[src/inc/rsr_consts.vh]
`ifndef RSR_CONSTS_VH
`define RSR_CONSTS_VH

// Five-state line coherence encoding
`define RSR_ST_W          3
`define RSR_ST_I          3'h0
`define RSR_ST_UC         3'h1
`define RSR_ST_UD         3'h2
`define RSR_ST_SC         3'h3
`define RSR_ST_SD         3'h4

// Snoop opcodes on the snoop address channel
`define RSR_SNP_W         4
`define RSR_SNP_RONCE     4'h0
`define RSR_SNP_RSHARED   4'h1
`define RSR_SNP_RCLEAN    4'h2
`define RSR_SNP_RNSD      4'h3
`define RSR_SNP_RUNIQUE   4'h7

// Expected next writer of a line, used by the ReadShared/ReadNotSharedDirty policy
`define RSR_NW_UNKNOWN    2'h0
`define RSR_NW_SNOOPED    2'h1
`define RSR_NW_INIT       2'h2

// Snoop response bit positions
`define RSR_RESP_W        5
`define RSR_RESP_DT       0
`define RSR_RESP_ERR      1
`define RSR_RESP_PD       2
`define RSR_RESP_IS       3
`define RSR_RESP_WU       4
`define RSR_RESP_NONE     5'h00

// Address split: 8-byte lines, 16 direct-mapped entries
`define RSR_ADDR_W        32
`define RSR_IDX_LSB       3
`define RSR_IDX_MSB       6
`define RSR_IDX_W         4
`define RSR_TAG_LSB       7
`define RSR_TAG_W         25
`define RSR_LINE_LSB      3
`define RSR_LINE_W        29
`define RSR_ENTRIES       16

// Line data: two 32-bit beats on the snoop data channel
`define RSR_DATA_W        32
`define RSR_LINE_DW       64
`define RSR_BEAT0         1'b0
`define RSR_LAST_BEAT     1'b1

`endif

[src/rtl/rsr_snoop_resp.v]
// Operation
// ReadOnce: Invalid stays; UniqueClean keeps state, shared
// ReadOnce passing Dirty must end SharedClean/Invalid
// ReadOnce hitting Dirty returns line data
// ReadOnce returns data for any valid copy
// ReadOnce hands line over Clean, PassDirty low
// IsShared high whenever a copy is kept
// Read snoops: Clean lines end SharedClean or Invalid
// Read snoops: Dirty lines follow permitted transitions
// Exclusive-sequence line stays valid on read snoops
// Read snoops return data whenever held
// ReadClean: keep Dirty, PassDirty low; interconnect writes
// ReadShared initiator must accept a passed Dirty
// ReadShared default: pass Dirty, keep SharedClean
// ReadShared unknown writer: Dirty goes to initiator
// ReadNotSharedDirty passes Dirty only when invalidating
// ReadUnique: end Invalid; PassDirty only if Dirty
// ReadUnique hitting Dirty returns line data
// ReadUnique hitting Clean also returns data
// DataTransfer bit marks data on data channel
// Respond only after snoop address handshake
// Look up and update line state with response
`include "rsr_consts.vh"
`default_nettype none

module rsr_snoop_resp (
    input  wire                       clk,
    input  wire                       rst_n,
    input  wire                       acvalid,
    output wire                       acready,
    input  wire [`RSR_ADDR_W-1:0]     acaddr,
    input  wire [`RSR_SNP_W-1:0]      acsnoop,
    output wire                       crvalid,
    input  wire                       crready,
    output reg  [`RSR_RESP_W-1:0]     crresp,
    output wire                       cdvalid,
    input  wire                       cdready,
    output reg  [`RSR_DATA_W-1:0]     cddata,
    output wire                       cdlast,
    input  wire                       lw_valid,
    output wire                       lw_ready,
    input  wire [`RSR_ADDR_W-1:0]     lw_addr,
    input  wire [`RSR_ST_W-1:0]       lw_state,
    input  wire [`RSR_LINE_DW-1:0]    lw_data,
    input  wire                       excl_valid,
    input  wire [`RSR_ADDR_W-1:0]     excl_addr,
    input  wire [1:0]                 next_writer,
    input  wire                       init_store_first,
    output wire                       snoop_busy
);

    localparam [1:0] ST_IDLE   = 2'h0;
    localparam [1:0] ST_DECIDE = 2'h1;
    localparam [1:0] ST_RESP   = 2'h2;

    function [`RSR_IDX_W-1:0] line_idx;
        input [`RSR_ADDR_W-1:0] a;
        line_idx = a[`RSR_IDX_MSB:`RSR_IDX_LSB];
    endfunction

    function [`RSR_TAG_W-1:0] line_tag;
        input [`RSR_ADDR_W-1:0] a;
        line_tag = a[`RSR_ADDR_W-1:`RSR_TAG_LSB];
    endfunction

    function [`RSR_LINE_W-1:0] line_of;
        input [`RSR_ADDR_W-1:0] a;
        line_of = a[`RSR_ADDR_W-1:`RSR_LINE_LSB];
    endfunction

    // Line store in flip-flops; only the state is reset, tags and data are don't-care
    reg  [`RSR_ST_W-1:0]    lstate_q [0:`RSR_ENTRIES-1];
    reg  [`RSR_TAG_W-1:0]   ltag_q   [0:`RSR_ENTRIES-1];
    reg  [`RSR_LINE_DW-1:0] ldata_q  [0:`RSR_ENTRIES-1];

    reg  [1:0]              fsm_q;
    reg  [1:0]              fsm_d;
    reg  [`RSR_ADDR_W-1:0]  addr_q;
    reg  [`RSR_SNP_W-1:0]   snp_q;
    reg                     cr_pend_q;
    reg                     cd_pend_q;
    reg                     beat_q;
    reg  [`RSR_DATA_W-1:0]  hi_word_q;

    wire [`RSR_IDX_W-1:0]   snp_idx;
    wire                    tag_hit;
    wire [`RSR_ST_W-1:0]    init_state;
    wire                    excl_hit;
    wire                    dec_supported;
    wire [`RSR_ST_W-1:0]    dec_end_state;
    wire                    dec_pass_dirty;
    wire                    dec_is_shared;
    wire                    dec_data_xfer;
    wire                    ac_hs;
    wire                    cr_hs;
    wire                    cd_hs;
    wire                    lw_take;
    wire                    snp_update;
    wire                    cr_done;
    wire                    cd_done;
    reg  [`RSR_RESP_W-1:0]  resp_d;
    integer                 i;

    assign snp_idx    = line_idx(addr_q);
    assign tag_hit    = (ltag_q[snp_idx] == line_tag(addr_q));
    // A tag miss looks exactly like a line held Invalid
    assign init_state = tag_hit ? lstate_q[snp_idx] : `RSR_ST_I;
    assign excl_hit   = excl_valid && (line_of(excl_addr) == line_of(addr_q));

    rsr_decide u_decide (
        .snoop            (snp_q),
        .init_state       (init_state),
        .excl_hit         (excl_hit),
        .next_writer      (next_writer),
        .init_store_first (init_store_first),
        .supported        (dec_supported),
        .end_state        (dec_end_state),
        .pass_dirty       (dec_pass_dirty),
        .is_shared        (dec_is_shared),
        .data_xfer        (dec_data_xfer)
    );

    assign acready    = (fsm_q == ST_IDLE);
    assign ac_hs      = acvalid && acready;
    assign crvalid    = cr_pend_q;
    assign cdvalid    = cd_pend_q;
    assign cdlast     = (beat_q == `RSR_LAST_BEAT);
    assign cr_hs      = crvalid && crready;
    assign cd_hs      = cdvalid && cdready;
    assign snoop_busy = (fsm_q != ST_IDLE);
    // Local fills are held off only in the lookup cycle, so they never race the snoop update
    assign lw_ready   = (fsm_q != ST_DECIDE);
    assign lw_take    = lw_valid && lw_ready;
    // Write back only on a hit: a miss must not overwrite another line's state
    assign snp_update = (fsm_q == ST_DECIDE) && tag_hit && (init_state != `RSR_ST_I);
    assign cr_done    = !cr_pend_q || cr_hs;
    assign cd_done    = !cd_pend_q || (cd_hs && cdlast);

    always @* begin
        resp_d                = `RSR_RESP_NONE;
        resp_d[`RSR_RESP_DT]  = dec_data_xfer;
        resp_d[`RSR_RESP_PD]  = dec_pass_dirty;
        resp_d[`RSR_RESP_IS]  = dec_is_shared;
    end

    always @* begin
        fsm_d = fsm_q;
        case (fsm_q)
            ST_IDLE: begin
                if (ac_hs)
                    fsm_d = ST_DECIDE;
            end
            ST_DECIDE: begin
                fsm_d = ST_RESP;
            end
            ST_RESP: begin
                if (cr_done && cd_done)
                    fsm_d = ST_IDLE;
            end
            default: begin
                fsm_d = ST_IDLE;
            end
        endcase
    end

    always @(posedge clk) begin
        if (!rst_n) begin
            fsm_q     <= ST_IDLE;
            addr_q    <= {`RSR_ADDR_W{1'b0}};
            snp_q     <= `RSR_SNP_RONCE;
            cr_pend_q <= 1'b0;
            cd_pend_q <= 1'b0;
            beat_q    <= `RSR_BEAT0;
            crresp    <= `RSR_RESP_NONE;
            cddata    <= {`RSR_DATA_W{1'b0}};
            hi_word_q <= {`RSR_DATA_W{1'b0}};
        end else begin
            fsm_q <= fsm_d;
            if (ac_hs) begin
                addr_q <= acaddr;
                snp_q  <= acsnoop;
            end
            if (fsm_q == ST_DECIDE) begin
                // Response and data launch together with the state update
                crresp    <= resp_d;
                cr_pend_q <= 1'b1;
                cd_pend_q <= dec_data_xfer;
                beat_q    <= `RSR_BEAT0;
                cddata    <= ldata_q[snp_idx][`RSR_DATA_W-1:0];
                hi_word_q <= ldata_q[snp_idx][`RSR_LINE_DW-1:`RSR_DATA_W];
            end else begin
                if (cr_hs)
                    cr_pend_q <= 1'b0;
                if (cd_hs) begin
                    if (cdlast) begin
                        cd_pend_q <= 1'b0;
                    end else begin
                        beat_q <= `RSR_LAST_BEAT;
                        cddata <= hi_word_q;
                    end
                end
            end
        end
    end

    always @(posedge clk) begin
        if (!rst_n) begin
            for (i = 0; i < `RSR_ENTRIES; i = i + 1) begin
                lstate_q[i] <= `RSR_ST_I;
            end
        end else if (snp_update) begin
            lstate_q[snp_idx] <= dec_end_state;
        end else if (lw_take) begin
            lstate_q[line_idx(lw_addr)] <= lw_state;
        end
    end

    always @(posedge clk) begin
        if (lw_take) begin
            ltag_q[line_idx(lw_addr)]  <= line_tag(lw_addr);
            ldata_q[line_idx(lw_addr)] <= lw_data;
        end
    end

endmodule // rsr_snoop_resp

`default_nettype wire

[src/rtl/rsr_decide.v]
`include "rsr_consts.vh"
`default_nettype none

module rsr_decide (
    input  wire [`RSR_SNP_W-1:0] snoop,
    input  wire [`RSR_ST_W-1:0]  init_state,
    input  wire                  excl_hit,
    input  wire [1:0]            next_writer,
    input  wire                  init_store_first,
    output reg                   supported,
    output reg  [`RSR_ST_W-1:0]  end_state,
    output reg                   pass_dirty,
    output reg                   is_shared,
    output reg                   data_xfer
);

    function is_dirty;
        input [`RSR_ST_W-1:0] s;
        is_dirty = (s == `RSR_ST_UD) || (s == `RSR_ST_SD);
    endfunction

    function is_valid;
        input [`RSR_ST_W-1:0] s;
        is_valid = (s != `RSR_ST_I);
    endfunction

    always @* begin
        supported  = 1'b1;
        end_state  = init_state;
        pass_dirty = 1'b0;
        case (snoop)
            // Keep the line as held and hand it over clean; never pass dirty
            `RSR_SNP_RONCE: begin
                end_state = init_state;
            end
            // Dirty stays here so memory is not written back at once
            `RSR_SNP_RCLEAN: begin
                if (is_dirty(init_state))
                    end_state = `RSR_ST_SD;
                else if (is_valid(init_state))
                    end_state = `RSR_ST_SC;
            end
            `RSR_SNP_RSHARED: begin
                if (is_dirty(init_state)) begin
                    case (next_writer)
                        `RSR_NW_SNOOPED: begin
                            end_state = `RSR_ST_SD;
                        end
                        `RSR_NW_INIT: begin
                            pass_dirty = 1'b1;
                            if (init_store_first && !excl_hit)
                                end_state = `RSR_ST_I;
                            else
                                end_state = `RSR_ST_SC;
                        end
                        default: begin
                            pass_dirty = 1'b1;
                            end_state  = `RSR_ST_SC;
                        end
                    endcase
                end else if (is_valid(init_state)) begin
                    end_state = `RSR_ST_SC;
                end
            end
            // Dirty may only leave when our copy goes Invalid
            `RSR_SNP_RNSD: begin
                if (is_dirty(init_state)) begin
                    if ((next_writer == `RSR_NW_INIT) && !excl_hit) begin
                        end_state  = `RSR_ST_I;
                        pass_dirty = 1'b1;
                    end else begin
                        end_state  = `RSR_ST_SD;
                    end
                end else if (is_valid(init_state)) begin
                    end_state = `RSR_ST_SC;
                end
            end
            `RSR_SNP_RUNIQUE: begin
                end_state  = `RSR_ST_I;
                pass_dirty = is_dirty(init_state);
            end
            default: begin
                supported = 1'b0;
                end_state = init_state;
            end
        endcase
        is_shared = supported && is_valid(end_state);
        data_xfer = supported && is_valid(init_state);
    end

endmodule // rsr_decide

`default_nettype wire

[config.mk]
export PLATFORM = sky130hd
export DESIGN_NAME = rsr_snoop_resp
export DESIGN_NICKNAME = d
export VERILOG_FILES = /design/src/rtl/rsr_snoop_resp.v /design/src/rtl/rsr_decide.v
export VERILOG_INCLUDE_DIRS = /design/src /design/src/inc
export SDC_FILE = /design/constraint.sdc
export NUM_CORES = 1
export LEC_CHECK = 0
export BUFFER_PORTS_ARGS = -buffer_cell sky130_fd_sc_hd__buf_2
export CAP_MARGIN = 15
export CELL_PAD_IN_SITES_DETAIL_PLACEMENT = 1
export CELL_PAD_IN_SITES_GLOBAL_PLACEMENT = 2
export CORE_AREA = 10 10 402 404
export CTS_CLUSTER_DIAMETER = 80
export DETAILED_ROUTE_END_ITERATION = 7
export DIE_AREA = 0 0 412 414
export GPL_ROUTABILITY_DRIVEN = 0
export PLACE_DENSITY_LB_ADDON = 0.1
export SYNTH_ARGS = -nofsm -noshare
export SYNTH_HDL_FRONTEND = slang
export SYNTH_SLANG_ARGS = --single-unit
[constraint.sdc]
create_clock -name clk -period 9.4 [get_ports clk]
set_clock_uncertainty 0.15 [all_clocks]
set_input_delay 0.94 -clock clk [delete_from_list [all_inputs] [get_ports clk]]
set_output_delay 0.94 -clock clk [all_outputs]
set_load 0.02 [all_outputs]
# After elaboration in Yosys (flattened, before gate mapping)
# Memory sizes are Yosys's and may differ from the RTL's. A register that Yosys moved wholly into a read port is not among the register bits.
# Index checks and enable logic that the tools add are counted.
# W data, S select, Z words.
word_totals:
  output_inout_bits: 43
  regBits: 108
  n_memories: 3
  ramBits: 1472
  wordCells: 110
  in_bits: 177
op_classes:
  n_eq_ne: 16
  n_bitwise: 1
  n_reduce_logical: 34
  n_mux: 47
mem_list:
  columns: ["memory", "words", "word_bits", "rd", "rd_clocked_by_memory_dff", "write_ports", "line", "source"]
  rows:
  - ["ldata_q", 16, 64, 1, 1, 1, "rsr_snoop_resp.v:74", "reg [`RSR_LINE_DW-1:0] ldata_q [0:`RSR_ENTRIES-1];"]
  - ["ltag_q", 16, 25, 1, 1, 1, "rsr_snoop_resp.v:73", "reg [`RSR_TAG_W-1:0] ltag_q [0:`RSR_ENTRIES-1];"]
  - ["lstate_q", 16, 3, 1, 1, 16, "rsr_snoop_resp.v:72", "reg [`RSR_ST_W-1:0] lstate_q [0:`RSR_ENTRIES-1];"]
op_table:
  columns: ["operator", "n"]
  rows:
  - ["$mux W32", 3]
  - ["$mux W4", 8]
  - ["$eq A29 B29 Y1", 1]
  - ["$eq A25 B25 Y1", 1]
  - ["$mux W3", 8]
  - ["$mux W1", 21]
  - ["$logic_and A1 B1 Y1", 13]
  - ["$pmux W3 S4", 1]
  - ["$eq A4 B2 Y1 const B", 2]
  - ["$reduce_bool A2 Y1", 4]
  - ["$mux W2", 3]
  - ["$ne A2 B1 Y1 const B", 3]
  - ["$pmux W2 S3", 1]
  - ["$pmux W3 S2", 1]
  - ["$reduce_and A2 Y1", 3]
  - ["$reduce_bool A3 Y1", 2]
  - ["$reduce_or A3 Y1", 2]
  - ["$reduce_or A5 Y1", 1]
  - ["$eq A2 B1 Y1 const B", 2]
  - ["$eq A2 B2 Y1 const B", 2]
  - ["$eq A4 B1 Y1 const B", 1]
  - ["$eq A4 B3 Y1 const B", 1]
  - ["$logic_not A4 Y1", 1]
  - ["$eq A3 B2 Y1 const B", 1]
  - ["other kinds (8)", 12]

# Depth between registers and ports, before layout
logic_depth:
  ltp_word: 10
  depth_mapped: 14
  depth_no_buf: 9

# By module
# A second synthesis with hierarchy kept.
hier_totals:
  cells_unflattened: 2915
  area_unflattened_um2: 61371.4
by_module_without_submodules:
  columns: ["mod", "seq_area_each_um2", "area_each_um2", "n_inst", "cells_each"]
  rows:
  - ["rsr_snoop_resp", 46384.5, 61157.4, 1, 2884]
  - ["rsr_decide", 0.0, 214.0, 1, 31]

# Least setup slack after synthesis
# Ideal clock, no wire load.
synth_timing:
  path_type: "in2reg"
  startpoint: "input lw_valid"
  endpoint: "memory ldata_q[0][0] (netlist name), enable pin"
  cell_stages: 3
  path_slack_ns: 1.191
  setup_time_ns: 0.645
  arrival_time_ns: 7.413
  path_buffers: 0
  path_cell_list: "nand2_1 -> or3_1 -> nor3_1"
synth_between:
  elab_chain_len: 3
synth_lines:
  columns: ["item", "line", "source"]
  rows:
  - ["start: declaration", "rsr_snoop_resp.v:40", "input wire lw_valid,"]
  - ["$logic_and A1 B1 Y1", "rsr_snoop_resp.v:133", "assign lw_take = lw_valid && lw_ready;"]
  - ["$mux W1", "rsr_snoop_resp.v:219", "if (lw_take) begin"]
  - ["$mux W1 (not written as such)", "rsr_snoop_resp.v:221", "ldata_q[line_idx(lw_addr)] <= lw_data;"]
  - ["end: declaration", "rsr_snoop_resp.v:74", null]
# Every way passes these cells.

==> flow_metrics.env <==
export IMPL_cts_root_buffer="clkbuf_16"
export IMPL_ir_drop_uv=172
export IMPL_total_power_mw=15.5
export IMPL_min_path_type="primary input to flop"
export IMPL_yosysSeqAreaShare_pct=75.9
export IMPL_ant_nets=0
export IMPL_endpoint_kind="flop"
export IMPL_setup_viol=0
export IMPL_avgRoutedWirePerCell_um=30.4
export IMPL_hold_buffers=0
export IMPL_p_sw_mw=3.36
export IMPL_cts_resized=0
export IMPL_path_class="flop to flop"
export IMPL_cp_required_ns=9.66
export IMPL_clkLatencyLatePin_ns=0.79
export IMPL_grt_usage_pct=18.9
export IMPL_grt_pass1_wl_mm=235
export IMPL_synthFlopType="edfxtp_1"
export IMPL_fillers=14000
export IMPL_drt_first_iter_violations=2463
export IMPL_syn_inst=2899
export IMPL_hold_viol=0
export IMPL_final_common_cell="edfxtp_1"
export IMPL_ys_warn_count=0
export IMPL_synth_edf_count=1472
export IMPL_powerDensity_mw_per_mm2=220
export IMPL_rsz0062_at_grt="false"
export IMPL_finalCritPeriodShare_pct=60.5
export IMPL_seqCellArea_mm2=0.0464
export IMPL_final_setup_tns_ns=0
export IMPL_fp_coreArea_mm2=0.153
export IMPL_ys_ff_latch=1581
export IMPL_final_cell_mix="edfxtp_1 (1472), mux4_2 (410), nand2_1 (214), buf_2 (207), clkbuf_16 (177)"
export IMPL_slew_headroom_pct=23.6
export IMPL_p_clk_share_pct=43.5
export IMPL_cp_arrival_ns=5.95
export IMPL_layout_min_cycle_time_ns=5.69
export IMPL_post_route_cells_drive_above_1_share_pct=29.0
export IMPL_dieHeight_um=414
export IMPL_ioPinCount=220
export IMPL_drc=0
export IMPL_r2r_slack_ns=3.71
export IMPL_core_rowCount=144
export IMPL_grt_overflow_total=0
export IMPL_path_cells="buf_12 > nor2_1 > a221oi_1 > mux2_2 > a2111oi_0 > nand3_1 > nor4_4 > nor2_2 > buf_16 > o21ai_0"
export IMPL_wirelength_mm=163
export IMPL_syn_area_mm2=0.0611
export IMPL_cts_tree="done"
export IMPL_cp_max_fo=125
export IMPL_ff2ff_path_depth=10
export IMPL_status="complete, no violations"
export IMPL_vias_per_cell=5.57
export IMPL_syn_to_final_growth_pct=15.1
export IMPL_comb_power_share_pct=5.7
export IMPL_cts_buffers=172
export IMPL_cap_violations=0
export IMPL_hpwl_mm=83.1
export IMPL_cts_path_max_buffers=3
export IMPL_seqPwrFrac_pct=50.8
export IMPL_cts_clk_slew_worst_paths_ns=0.06
export IMPL_first_pass_iters=5
export IMPL_start_kind="flop"
export IMPL_vias=29900
export IMPL_start_util_pct=39.9
export IMPL_num_nets_final=3344
export IMPL_portBuffers=208
export IMPL_die_area_mm2=0.171
export IMPL_cp_slowest_stage_delay_ns=0.96
export IMPL_hold_depth=3
export IMPL_fp_dieW_um=412
export IMPL_cts_setup_buffers=0
export IMPL_grt_pass1_vias=32100
export IMPL_synth_cell_types=63
export IMPL_p_int_mw=12.1
export IMPL_async_flop_share_pct=0
export IMPL_multiInputGateArea_mm2=0.0141
export IMPL_antenna_found_initial=35
export IMPL_swShare_pct=21.7
export IMPL_timing_fmax_mhz=176
export IMPL_clkSinkCount=1581
export IMPL_cp_slowest_cell="a2111oi_0"
export IMPL_min_from="acsnoop[1]"
export IMPL_cts_max_level=4
export IMPL_drv_slew=0
export IMPL_tightest_slew_ns=1.12
export IMPL_p_leak_nw=21.9
export IMPL_grt_start_max_net_pins=126
export IMPL_avgSynthCellArea_um2=21.1
==> cell families after synthesis <==
group,synth area share [%]
compound gates,2.30
xor+xnor,0.988
buf+inv,1.40
flops,75.9
mux,16.6
other cells,0.00613
simple gates,2.82
==> metrics by stage <==
stage	std cells	utilization [%]	setup slack (ns)	cell area, µm²	hold slack [ns]
floorplan	2900	-	1.19	61100	0.299
global placement	5030	42.1	3.68	64600	0.311
detailed placement	5034	42.1	3.61	64600	0.319
CTS	5358	45.9	3.58	70300	0.212
global route	5361	45.9	3.29	70400	0.237
finish	5366	45.9	3.71	70400	0.278
==> power groups by stage <==
stage / logic [mW] / registers (mW) / clock network, mW
4_1_cts: 0.897 / 7.87 / 6.91
6_report: 0.879 / 7.87 / 6.73
3_5_place_dp: 0.892 / 8.02 / 0
3_3_place_gp: 0.868 / 8.02 / 0
5_1_grt: 0.955 / 7.88 / 7.20
2_1_floorplan: 0.553 / 8.00 / 0
==> cell type report <==
cell class	count	share of cell area [%]
Clock buffer	232	6.78
Tap cell	2044	3.63
Antenna cell	5	0.0178
Clock inverter	92	1.30
Inverter	5	0.0338
Timing Repair Buffer	257	2.37
Sequential cell	1581	65.9
Multi-Input combinational cell	1150	20.0
==> metal layers <==
| metal | vias to the layer above | wire length, µm | global-route usage [%] |
|---|---|---|---|
| met5 | - | 169 | 0 |
| met4 | 26 | 2890 | 4.13 |
| met3 | 237 | 9410 | 4.16 |
| met2 | 786 | 78800 | 30.5 |
| met1 | 16300 | 71900 | 26.2 |
| li1 | 12500 | - | - |
==> final timing paths <==
kind | endpoint
setup / recovery | lstate_q[13][2]
hold / removal | snp_q[1]
setup reg to reg | lstate_q[13][2]
hold reg to reg | hi_word_q[28]
==> flip-flops by register name (all words and copies together) (netlist names), 2 cells and up, named ones only <==
signal,cells
ldata_q,1024
ltag_q,400
lstate_q,48
cddata,32
hi_word_q,32
addr_q,29
snp_q,4
crresp,3
fsm_q,2
==> Yosys cell counts (11+ instances only) <==
cell type,instances,area share [%]
a21boi_0,67,0.82
a21oi_1,11,0.090
a31oi_1,33,0.34
buf_1,16,0.098
buf_2,32,0.26
buf_4,16,0.20
buf_6,12,0.22
clkbuf_1,83,0.51
dfxtp_1,109,3.6
edfxtp_1,1472,72
mux2_2,13,0.24
mux2i_1,45,0.74
mux4_1,13,0.56
mux4_2,410,15
nand2_1,214,1.3
nand2b_1,11,0.11
nand3_1,18,0.15
nand4_1,11,0.11
nor2_1,56,0.34
nor2b_1,11,0.11
nor3_1,12,0.098
nor4_1,19,0.19
o21ai_0,62,0.51
xnor2_1,50,0.72
xor2_1,19,0.27
==> worst max-delay path: cells and delay by family, from the launching register on <==
kind	cells	cell delay [ns]
flip-flops	1	0.82
AND/OR/NAND/NOR	4	1.25
multiplexers	1	0.37
AO/OA/AOI/OAI	3	1.75
buffers and inverters	2	0.91
No activity file was read; power rests on OpenSTA's default activity.
